<file path="config.mk">
export PLATFORM = sky130hd
export DESIGN_NAME = odp_planner
export DESIGN_NICKNAME = d
export VERILOG_FILES = /design/src/rtl/odp_pkg.sv /design/src/rtl/odp_planner.sv
export SDC_FILE = /design/constraint.sdc
export NUM_CORES = 2
export LEC_CHECK = 0
export ABC_AREA = 1
export BUFFER_PORTS_ARGS = -buffer_cell sky130_fd_sc_hd__buf_2
export CELL_PAD_IN_SITES_DETAIL_PLACEMENT = 0
export CELL_PAD_IN_SITES_GLOBAL_PLACEMENT = 2
export CORE_ASPECT_RATIO = 0.7
export CORE_MARGIN = 10
export CORE_UTILIZATION = 36
export DETAILED_ROUTE_END_ITERATION = 8
export PLACE_DENSITY_LB_ADDON = 0.1
export SLEW_MARGIN = 20
export SYNTH_ARGS = -nofsm -noshare
export SYNTH_HDL_FRONTEND = slang
export SYNTH_SLANG_ARGS = --single-unit
</file>
<file path="constraint.sdc">
create_clock -name clock_i -period 7.2 [get_ports clock_i]
set_input_delay 1.8 -clock clock_i [delete_from_list [all_inputs] [get_ports clock_i]]
set_output_delay 1.8 -clock clock_i [all_outputs]
set_load 0.03 [all_outputs]
</file>
<file path="src/rtl/odp_pkg.sv">
/*
  constants, state type and helper functions for the oscillator divider
  planner. assumes frequencies are integer hertz and a single host clock.
*/
package odp_pkg;

  // ****************************************
  // divider engine and frequency limits
  // ****************************************
  localparam int DW = 72; // width of the shared long divider
  localparam logic [35:0] FVCO_MIN_HZ = 36'h283baec00; // lowest vco
  localparam logic [35:0] FVCO_MAX_HZ = 36'h2d793bcd0; // slowest grade top
  localparam logic [35:0] XTAL_HZ = 36'h009187dc0; // crystal reference
  localparam logic [35:0] ADC_NOM_HZ = 36'h004c4b400; // nominal adc rate
  localparam logic [7:0] GAIN_SCALE = 8'h80; // gain scale factor
  localparam logic [3:0] ADC_PRE = 4'h8; // fixed adc prescale
  // scale * nominal rate * prescale, the gain numerator
  localparam logic [DW-1:0] GAIN_NUM =
    DW'(ADC_NOM_HZ) * DW'(GAIN_SCALE) * DW'(ADC_PRE);
  localparam int FRAC_W = 32; // feedback fraction width

  // ****************************************
  // output divider limits
  // ****************************************
  localparam logic [10:0] HS_MIN = 11'h004;
  localparam logic [10:0] HS_MAX = 11'h7fe;
  localparam logic [10:0] HS_ODD_MAX = 11'h021; // odd only up to here at low speed ratio one
  localparam logic [2:0] LS_EXP_MAX = 3'h5;

  // ****************************************
  // adc rate divider table
  // ****************************************
  localparam logic [10:0] NFX_T1 = 11'h048;
  localparam logic [10:0] NFX_T2 = 11'h04f;
  localparam logic [10:0] NFX_T3 = 11'h056;
  localparam logic [4:0] NFX_V0 = 5'h10;
  localparam logic [4:0] NFX_V1 = 5'h12;
  localparam logic [4:0] NFX_V2 = 5'h14;
  localparam logic [4:0] NFX_V3 = 5'h16;

  typedef enum logic [2:0] {
    S_IDLE, S_MIN, S_PICK, S_MUL, S_RNG, S_FB, S_GAIN
  } odp_state_e;

  // rate divider from the truncated feedback integer part
  function automatic logic [4:0] nfx_of(input logic [10:0] fi);
    if (fi < NFX_T1) return NFX_V0;
    else if (fi < NFX_T2) return NFX_V1;
    else if (fi < NFX_T3) return NFX_V2;
    else return NFX_V3;
  endfunction

  // ceiling of v / 2^e
  function automatic logic [35:0] ceil_shr(input logic [35:0] v,
                                           input logic [2:0] e);
    return (v + ((36'h1 << e) - 36'h1)) >> e;
  endfunction

endpackage

</file>
<file path="src/rtl/odp_planner.sv">
/*
  oscillator divider planner: from a centre output frequency works out
  the low and high speed dividers, the 11.32 feedback divider, the adc
  rate divider and the tuning adc full scale gain.
  assumes fout_hz_i and start_i come from logic on clock_i.
*/
// Notes on behaviour
// - vco equals fout times both output dividers
// - feedback divider is vco over crystal, centre
// - new vco always comes with new gain
// - gain is round of 128*80e6 over adc rate
// - rate divider 16/18/20/22 by feedback integer
// - feedback integer part truncated, not rounded
// - minimum total divider from lowest vco
// - smallest power-of-two low speed ratio that fits
// - nearest high speed divider, odd above 33 bumped at ratio one
// - recomputed vco must lie in range
// - low speed field is exponent, high speed binary
// - feedback in 11.32, fraction truncated
// - crystal reference divides the vco
// - high speed 4..2046, even above 33 at ratio one
`timescale 1ns/1ns
module odp_planner
  import odp_pkg::*;
#(
  parameter logic [35:0] FVCO_MAX = FVCO_MAX_HZ // top of the vco range
) (
  input wire logic clock_i,
  input wire logic rst_i,
  input wire logic start_i, // one-cycle request
  input wire logic [31:0] fout_hz_i, // wanted output frequency
  output logic busy_o,
  output logic done_o, // one-cycle pulse
  output logic error_o,
  output logic valid_o,
  output logic [2:0] low_speed_divider_o,
  output logic [10:0] high_speed_divider_o,
  output logic [10:0] feedback_integer_part_o,
  output logic [31:0] feedback_fraction_part_o,
  output logic [7:0] tuning_adc_full_scale_gain_o,
  output logic [4:0] adc_rate_divider_o,
  output logic [35:0] vco_hz_o
);

  // ****************************************
  // elaboration checks
  // ****************************************
  // a top below the floor leaves no solution for any frequency
  if (FVCO_MAX <= FVCO_MIN_HZ) begin : g_bad_max
    $error("vco maximum must exceed the vco minimum");
  end

  // ****************************************
  // declarations
  // ****************************************
  odp_state_e state; // sequencer state
  logic [31:0] fout; // latched request
  logic [35:0] total; // minimum total output divider
  logic [2:0] exp; // low speed exponent under trial
  logic [10:0] hs_w; // chosen high speed divider
  logic [47:0] fvco; // recomputed vco
  logic [DW-1:0] d_rem, d_quo, d_den; // long divider state
  logic [6:0] d_cnt; // steps left
  logic d_fin; // quotient ready this cycle
  logic [DW-1:0] d_t, next_rem; // one restoring step
  logic d_ge;
  logic div_go; // load divider
  logic [DW-1:0] div_num, div_den;
  logic [35:0] hs_c; // candidate high speed ratio
  logic hs_fit;
  logic [10:0] hs_lo, hs_adj;
  logic in_range;
  logic [4:0] nfx_now;
  logic fail;

  assign busy_o = (state != S_IDLE);

  // ****************************************
  // shared restoring divider
  // ****************************************
  // one bit per cycle; a single engine serves all three divisions,
  // trading latency for area
  always_comb begin
    d_t = {d_rem[DW-2:0], d_quo[DW-1]};
    d_ge = (d_t >= d_den);
    next_rem = d_ge ? d_t - d_den : d_t;
  end

  // divider registers
  always_ff @(posedge clock_i) begin
    if (rst_i) begin
      d_rem <= '0;
      d_quo <= '0;
      d_den <= '0;
      d_cnt <= 7'h00;
      d_fin <= 1'b0;
    end else begin
      d_fin <= (d_cnt == 7'h01);
      if (div_go) begin
        d_quo <= div_num;
        d_den <= div_den;
        d_rem <= '0;
        d_cnt <= 7'(DW);
      end else if (d_cnt != 7'h00) begin
        d_rem <= next_rem;
        d_quo <= {d_quo[DW-2:0], d_ge};
        d_cnt <= d_cnt - 7'h01;
      end
    end
  end

  // ****************************************
  // divider selection
  // ****************************************
  // candidate ratio and its legal form for the exponent under trial
  always_comb begin
    hs_c = ceil_shr(total, exp);
    hs_fit = (hs_c <= 36'(HS_MAX));
    hs_lo = hs_c[10:0];
    if (hs_lo < HS_MIN) begin
      hs_adj = HS_MIN;
    end else if (exp == 3'h0 && hs_lo > HS_ODD_MAX && hs_lo[0]) begin
      hs_adj = hs_lo + 11'h001;
    end else begin
      hs_adj = hs_lo;
    end
  end

  // range check on the recomputed vco
  assign in_range = (fvco >= 48'(FVCO_MIN_HZ))
                 && (fvco <= 48'(FVCO_MAX));
  // truncated integer part picks the rate divider
  assign nfx_now = nfx_of(d_quo[FRAC_W+10:FRAC_W]);
  assign fail = (state == S_PICK && !hs_fit && exp == LS_EXP_MAX)
             || (state == S_RNG && !in_range);

  // divider launches: min total, feedback, gain
  always_comb begin
    div_go = 1'b0;
    div_num = '0;
    div_den = '0;
    case (state)
      S_IDLE: begin
        div_go = start_i && (fout_hz_i != 32'h0);
        div_num = DW'(FVCO_MIN_HZ);
        div_den = DW'(fout_hz_i);
      end
      S_RNG: begin
        div_go = in_range;
        div_num = DW'({fvco, 32'h0});
        div_den = DW'(XTAL_HZ);
      end
      S_FB: begin
        div_go = d_fin;
        // rounding: (2*num + vco) / (2*vco)
        div_num = DW'(GAIN_NUM * DW'(nfx_now) * DW'(2)) + DW'(fvco);
        div_den = DW'({fvco, 1'b0});
      end
      default: begin
        div_go = 1'b0;
      end
    endcase
  end

  // ****************************************
  // sequencer
  // ****************************************
  // requests while busy are ignored
  always_ff @(posedge clock_i) begin
    if (rst_i) begin
      state <= S_IDLE;
      fout <= 32'h0;
      total <= 36'h0;
      exp <= 3'h0;
      hs_w <= 11'h000;
      fvco <= 48'h0;
    end else begin
      case (state)
        S_IDLE: begin
          if (start_i) begin
            fout <= fout_hz_i;
            exp <= 3'h0;
            state <= (fout_hz_i == 32'h0) ? S_IDLE : S_MIN;
          end
        end
        S_MIN: begin
          if (d_fin) begin
            total <= d_quo[35:0] + {35'h0, |d_rem};
            state <= S_PICK;
          end
        end
        S_PICK: begin
          if (hs_fit) begin
            hs_w <= hs_adj;
            state <= S_MUL;
          end else if (exp == LS_EXP_MAX) begin
            state <= S_IDLE;
          end else begin
            exp <= exp + 3'h1;
          end
        end
        S_MUL: begin
          fvco <= (48'(fout) * 48'(hs_w)) << exp;
          state <= S_RNG;
        end
        S_RNG: begin
          state <= in_range ? S_FB : S_IDLE;
        end
        S_FB: begin
          if (d_fin) state <= S_GAIN;
        end
        S_GAIN: begin
          if (d_fin) state <= S_IDLE;
        end
        default: begin
          state <= S_IDLE;
        end
      endcase
    end
  end

  // ****************************************
  // results
  // ****************************************
  // values are cleared at each request so a failed plan shows none
  always_ff @(posedge clock_i) begin
    if (rst_i) begin
      done_o <= 1'b0;
      error_o <= 1'b0;
      valid_o <= 1'b0;
      low_speed_divider_o <= 3'h0;
      high_speed_divider_o <= 11'h000;
      feedback_integer_part_o <= 11'h000;
      feedback_fraction_part_o <= 32'h0;
      tuning_adc_full_scale_gain_o <= 8'h00;
      adc_rate_divider_o <= 5'h00;
      vco_hz_o <= 36'h0;
    end else begin
      done_o <= 1'b0;
      if (state == S_IDLE && start_i) begin
        error_o <= (fout_hz_i == 32'h0);
        done_o <= (fout_hz_i == 32'h0);
        valid_o <= 1'b0;
        low_speed_divider_o <= 3'h0;
        high_speed_divider_o <= 11'h000;
        feedback_integer_part_o <= 11'h000;
        feedback_fraction_part_o <= 32'h0;
        tuning_adc_full_scale_gain_o <= 8'h00;
        adc_rate_divider_o <= 5'h00;
        vco_hz_o <= 36'h0;
      end
      if (fail) begin
        error_o <= 1'b1;
        done_o <= 1'b1;
      end
      if (state == S_FB && d_fin) begin
        feedback_integer_part_o <= d_quo[FRAC_W+10:FRAC_W];
        feedback_fraction_part_o <= d_quo[FRAC_W-1:0];
        adc_rate_divider_o <= nfx_now;
      end
      if (state == S_GAIN && d_fin) begin
        tuning_adc_full_scale_gain_o <= d_quo[7:0];
        low_speed_divider_o <= exp;
        high_speed_divider_o <= hs_w;
        vco_hz_o <= fvco[35:0];
        valid_o <= 1'b1;
        done_o <= 1'b1;
      end
    end
  end

  logic ok; // finished with a plan
  logic [47:0] step; // vco step of one high speed count
  assign ok = done_o && !error_o;
  assign step = 48'(fout) << low_speed_divider_o;
endmodule

</file>
Word level (Yosys, flattened, before mapping)
Cells that the tools add are included.
- add/subtract/negate cells: 8
- multiply operators: 2
- order comparisons: 9
- eq/ne operators: 15
- shift operators: 3
- muxes and demuxes: 46
- reductions and logical operators: 31
- operators with widths (cell ; count):
    $mux W72 ; 3
    $pmux W72 S3 ; 1
    $pmux W49 S3 ; 1
    $ge A72 B72 Y1 ; 1
    $mux W36 ; 2
    $reduce_or A72 Y1 ; 1
    $sub A72 B72 Y72 ; 1
    $mux W32 ; 2
    $mux W11 ; 5
    $add A43 B48 Y49 ; 1
    $ge A48 B34 Y1 const B ; 1
    $le A48 B34 Y1 const B ; 1
    $shl A43 B3 Y48 ; 1
    $mul A32 B11 Y43 ; 1
    $mux W3 ; 14
    $add A36 B1 Y36 ; 1
    $add A36 B36 Y36 ; 1
    $le A36 B11 Y1 const B ; 1
    $shl A1 B3 Y36 const A ; 1
    $shr A36 B3 Y36 ; 1
    $sub A36 B1 Y36 const B ; 1
    $lt A11 B7 Y1 const B ; 3
    $logic_not A32 Y1 ; 1
    $reduce_bool A32 Y1 ; 1
    31 further kinds ; 67
- register bits: 466
- output and inout port bits: 110
- word-level logic and storage cells: 136

Logic depth before layout (Yosys ltp)
- word-level depth: 11
- depth in mapped cells: 37
- mapped depth without buffers: 32

Worst setup path after synthesis
Ideal clock, no wire load.
- kind: register to register
- start point: register hs_w[7]
- end point: register fvco[34]
- setup time: 110 ps
- arrival time: 5549 ps
- data required time: 7090 ps
- setup slack: 1542 ps
- cell stages (with the launch flop): 28
- period minus slack after synthesis: 5658 ps
- path through: dfxtp_1 clkbuf_1 clkbuf_1 nand2_1 fa_1 inv_1 fa_1 fa_1 fa_1 inv_1 fa_1 inv_1 ha_1 a21oi_1 inv_1 a31oi_1 o21ai_0 nand2_1 nand2_1 a31oi_1 o21ai_0 or2_2 nand3_1 nand3_1 nand3_1 o211ai_1 nand2_1 inv_1
- longest elaborated chain between the ends: 2
- RTL lines (item ; RTL line ; text):
    start, declared ; odp_planner.sv:60 ; logic [10:0] hs_w;
    start signal, assigned ; odp_planner.sv:194 ; hs_w <= hs_adj;
    $mul A32 B11 Y43 ; odp_planner.sv:203 ; fvco <= (48'(fout) * 48'(hs_w)) << exp;
    $shl A43 B3 Y48 ; odp_planner.sv:203 ;
    end signal, assigned ; odp_planner.sv:203 ;
    end, declared ; odp_planner.sv:61 ; logic [47:0] fvco;
No other way between the ends.
A chain may end at the register's enable or synchronous reset.

Worst setup path after layout
- start point: register hs_w[6]
- end point: register fvco[33]
Same word-level chain as after synthesis.

==> impl_metrics.json <==
{
  "outcome": "complete, no violations",
  "drv_cap": 0,
  "min-delay-start": "feedback_fraction_part_o[24]",
  "synthArstFlopShare_pct": 0,
  "synth_common_cells": "nand2_1 (1611), inv_1 (1056), nand3_1 (570), a21oi_1 (470), dfxtp_1 (441)",
  "synth_cells": 6429,
  "dr.first_iter.drc_count": 3978,
  "synth-edff-count": 0,
  "port_buffers": 142,
  "cts_inserted_buffers": 53,
  "cts_buffer_depth": 3,
  "arrival_ps": 7180,
  "ys_top_cells_by_area": "dfxtp_1 (21%), nand2_1 (14%), fa_1 (13%)",
  "cp.required_ps": 7730,
  "p_comb_share_pct": 62.7,
  "fin_skew_ps": 70.0,
  "synth_largest_area_cell": "dfxtp_1",
  "ys_warn_count": 0,
  "final_max_slew_viol_count": 0,
  "wl_um": 170000,
  "cts-resized-gates": 0,
  "grt_pass1_wl_um": 257000,
  "grt_max_degree": 85,
  "synth_ff_type": "dfxtp_1",
  "cts_sinks": 441,
  "start_util_pct": 36.3,
  "regToRegEndpoint": "fvco[33]",
  "hold_end": "feedback_fraction_part_o[24]",
  "post-cts-setup-buffers": 0,
  "synth-seq-area-share_pct": 21.1,
  "finalSetupViolations": 0,
  "ys_types": 65,
  "areaGrowthSynthToFinish_pct": 9.24,
  "diodes": 0,
  "grt_usage_pct": 25.4,
  "yosysMostFrequentCell": "nand2_1",
  "sequentialPowerShare_pct": 20.2,
  "utilization_pct": 39.6,
  "finalWeightedCongestion": 0.943,
  "grt_pass1_vias": 39700,
  "internal_power_w": 0.00750,
  "drc": 0,
  "first_pass_iters": 6,
  "core_um2": 115000,
  "cts_root_buffer": "clkbuf_16",
  "relSlewSlack_pct": 23.7,
  "dieArea_um2": 130000,
  "die_y_um": 305,
  "whs_path_depth": 2,
  "ant_nets": 0,
  "slowest_stage": "dfxtp_1",
  "htree_levels": 2,
  "hold_buffers": 0,
  "min_period_ps": 6650,
  "crit_type": "flop to flop",
  "clock_latency_ps": 670,
  "reg2reg_depth": 27,
  "ir_worst_vdd_mv": 0.214,
  "clkTransAtPathRegs_ps": 60,
  "cts_tree": "done",
  "die_x_um": 427,
  "swShare_pct": 55.0,
  "r2r_slack_ps": 550,
  "fin_hold_ws_ps": 457,
  "crit_fanout": 18,
  "vias_per_cell": 5.28,
  "cpMostUsedCell": "inv_1",
  "max_freq_mhz": 150,
  "post_synth.cell_area_avg_um2": 6.50,
  "synth_top_area_share_pct": 21.1,
  "period_share_pct": 92.4,
  "hp-class": "flop to flop",
  "rows": 104,
  "rsz0062_at_grt": "false",
  "ys_seq_elements": 441,
  "power.switching_w": 0.00915,
  "grt_overflow": 0,
  "critPathLaunchType": "flop",
  "nFillCells": 12700,
  "leakage_nw": 21.6,
  "clkPwrFrac_pct": 17.1,
  "power_density_nw_per_um2": 365,
  "drive_above_1_share_pct": 6.53,
  "reg2reg_from": "hs_w[6]",
  "nets": 6910,
  "vias": 42100,
  "antenna_found_initial": 8,
  "critPathCaptureType": "flop",
  "place_hpwl_um": 135000,
  "slowest_delay_ps": 880,
  "syn-cell-area_um2": 41800,
  "io_pins": 145,
  "finalHoldViolCount": 0,
  "wire_per_inst_um": 21.3,
  "tightest_slew_ps": 1140,
  "tns_ps": 0
}
per-stage QoR:
stage               setup slack (ps)  instance area (um^2)  instances  power, W
floorplan                       1540                 41800       6430    0.0104
CTS                              621                 45700       7973    0.0166
finish                           551                 45700       7973    0.0166
global route                     152                 45700       7973    0.0181
detailed placement               628                 43900       7875    0.0137
global placement                 646                 43900       7875    0.0137
cell usage in the layout (no fill, tap or decap), types with 20 or more instances in the layout:
cell type	count
nand2_1	1608
inv_1	1052
nand3_1	570
a21oi_1	470
dfxtp_1	438
nor2_1	432
o21ai_0	302
fa_1	272
ha_1	210
buf_2	141
a31oi_1	131
xor2_1	80
buf_4	70
o211ai_1	65
nand4_1	61
nor3_1	53
clkbuf_16	53
xnor2_1	50
nor4_1	36
o22ai_1	30
o21ai_1	20
worst max-delay path: cells and delay by family (launching register included):
family	cells	cell delay, ps
AO/OA/AOI/OAI	4	920
adder cells (fa/ha/maj)	6	2660
buffers and inverters	7	780
flip-flops	1	880
AND/OR/NAND/NOR	10	1340
layout make-up:
class / count / area [um^2] / area share [%]
Timing Repair Buffer: 215 / 1310 / 2.86
Clock inverter: 23 / 289 / 0.633
Multi-Input combinational cell: 4601 / 27700 / 60.8
Clock buffer: 75 / 1500 / 3.28
Sequential cell: 441 / 8830 / 19.3
Tap cell: 1537 / 1920 / 4.21
Inverter: 1081 / 4060 / 8.89
flip-flops by register name (all words and copies together) (netlist names):
| register | cells |
|---|---|
| d_quo | 72 |
| d_rem | 72 |
| d_den | 49 |
| fvco | 48 |
| total | 36 |
| vco_hz_o | 36 |
| feedback_fraction_part_o | 32 |
| fout | 32 |
| feedback_integer_part_o | 11 |
| high_speed_divider_o | 11 |
| hs_w | 11 |
| tuning_adc_full_scale_gain_o | 8 |
| d_cnt | 7 |
| adc_rate_divider_o | 3 |
| exp | 3 |
| low_speed_divider_o | 3 |
| state | 3 |
| d_fin | 1 |
| done_o | 1 |
| error_o | 1 |
| valid_o | 1 |
worst max-delay path by stage:
stage,endpoint,slack (ps),startpoint,cells past startpoint
finish,fvco[33],550,hs_w[6],27
global route,fvco[33],150,hs_w[6],27
CTS,fvco[33],620,hs_w[6],27
detailed placement,fvco[33],630,hs_w[6],27
global placement,fvco[30],650,hs_w[4],24
floorplan,fvco[34],1540,hs_w[7],27
cell families after synthesis:
| family | count (synthesis) | share of synthesized area, % |
|---|---|---|
| AND/OR/NAND/NOR | 2867 | 29.1 |
| buffers and inverters | 1388 | 12.6 |
| AO/OA/AOI/OAI | 1110 | 14.8 |
| adder cells (fa/ha/maj) | 482 | 19.3 |
| flip-flops | 441 | 21.1 |
| XOR/XNOR | 130 | 2.72 |
| multiplexers | 10 | 0.239 |
| other | 1 | 0.00897 |
per-layer routing:
layer / vias up / global-route usage (%) / routed length [um]
met2: 1234 / 36.6 / 69100
li1: 20500 / - / -
met4: 6 / 4.62 / 3180
met5: - / 0 / 44
met3: 139 / 3.72 / 10900
met1: 20200 / 39.3 / 86700
power groups by stage:
stage / sequential, W / clock (W) / combinational (W)
final: 0.00337 / 0.00284 / 0.0104
after global routing: 0.00342 / 0.00301 / 0.0117
after CTS: 0.00336 / 0.00290 / 0.0103
after detailed placement: 0.00341 / 0 / 0.0102
after global placement: 0.00342 / 0 / 0.0103
after floorplan: 0.00309 / 0 / 0.00735
Power figures use the tool's default switching activity.
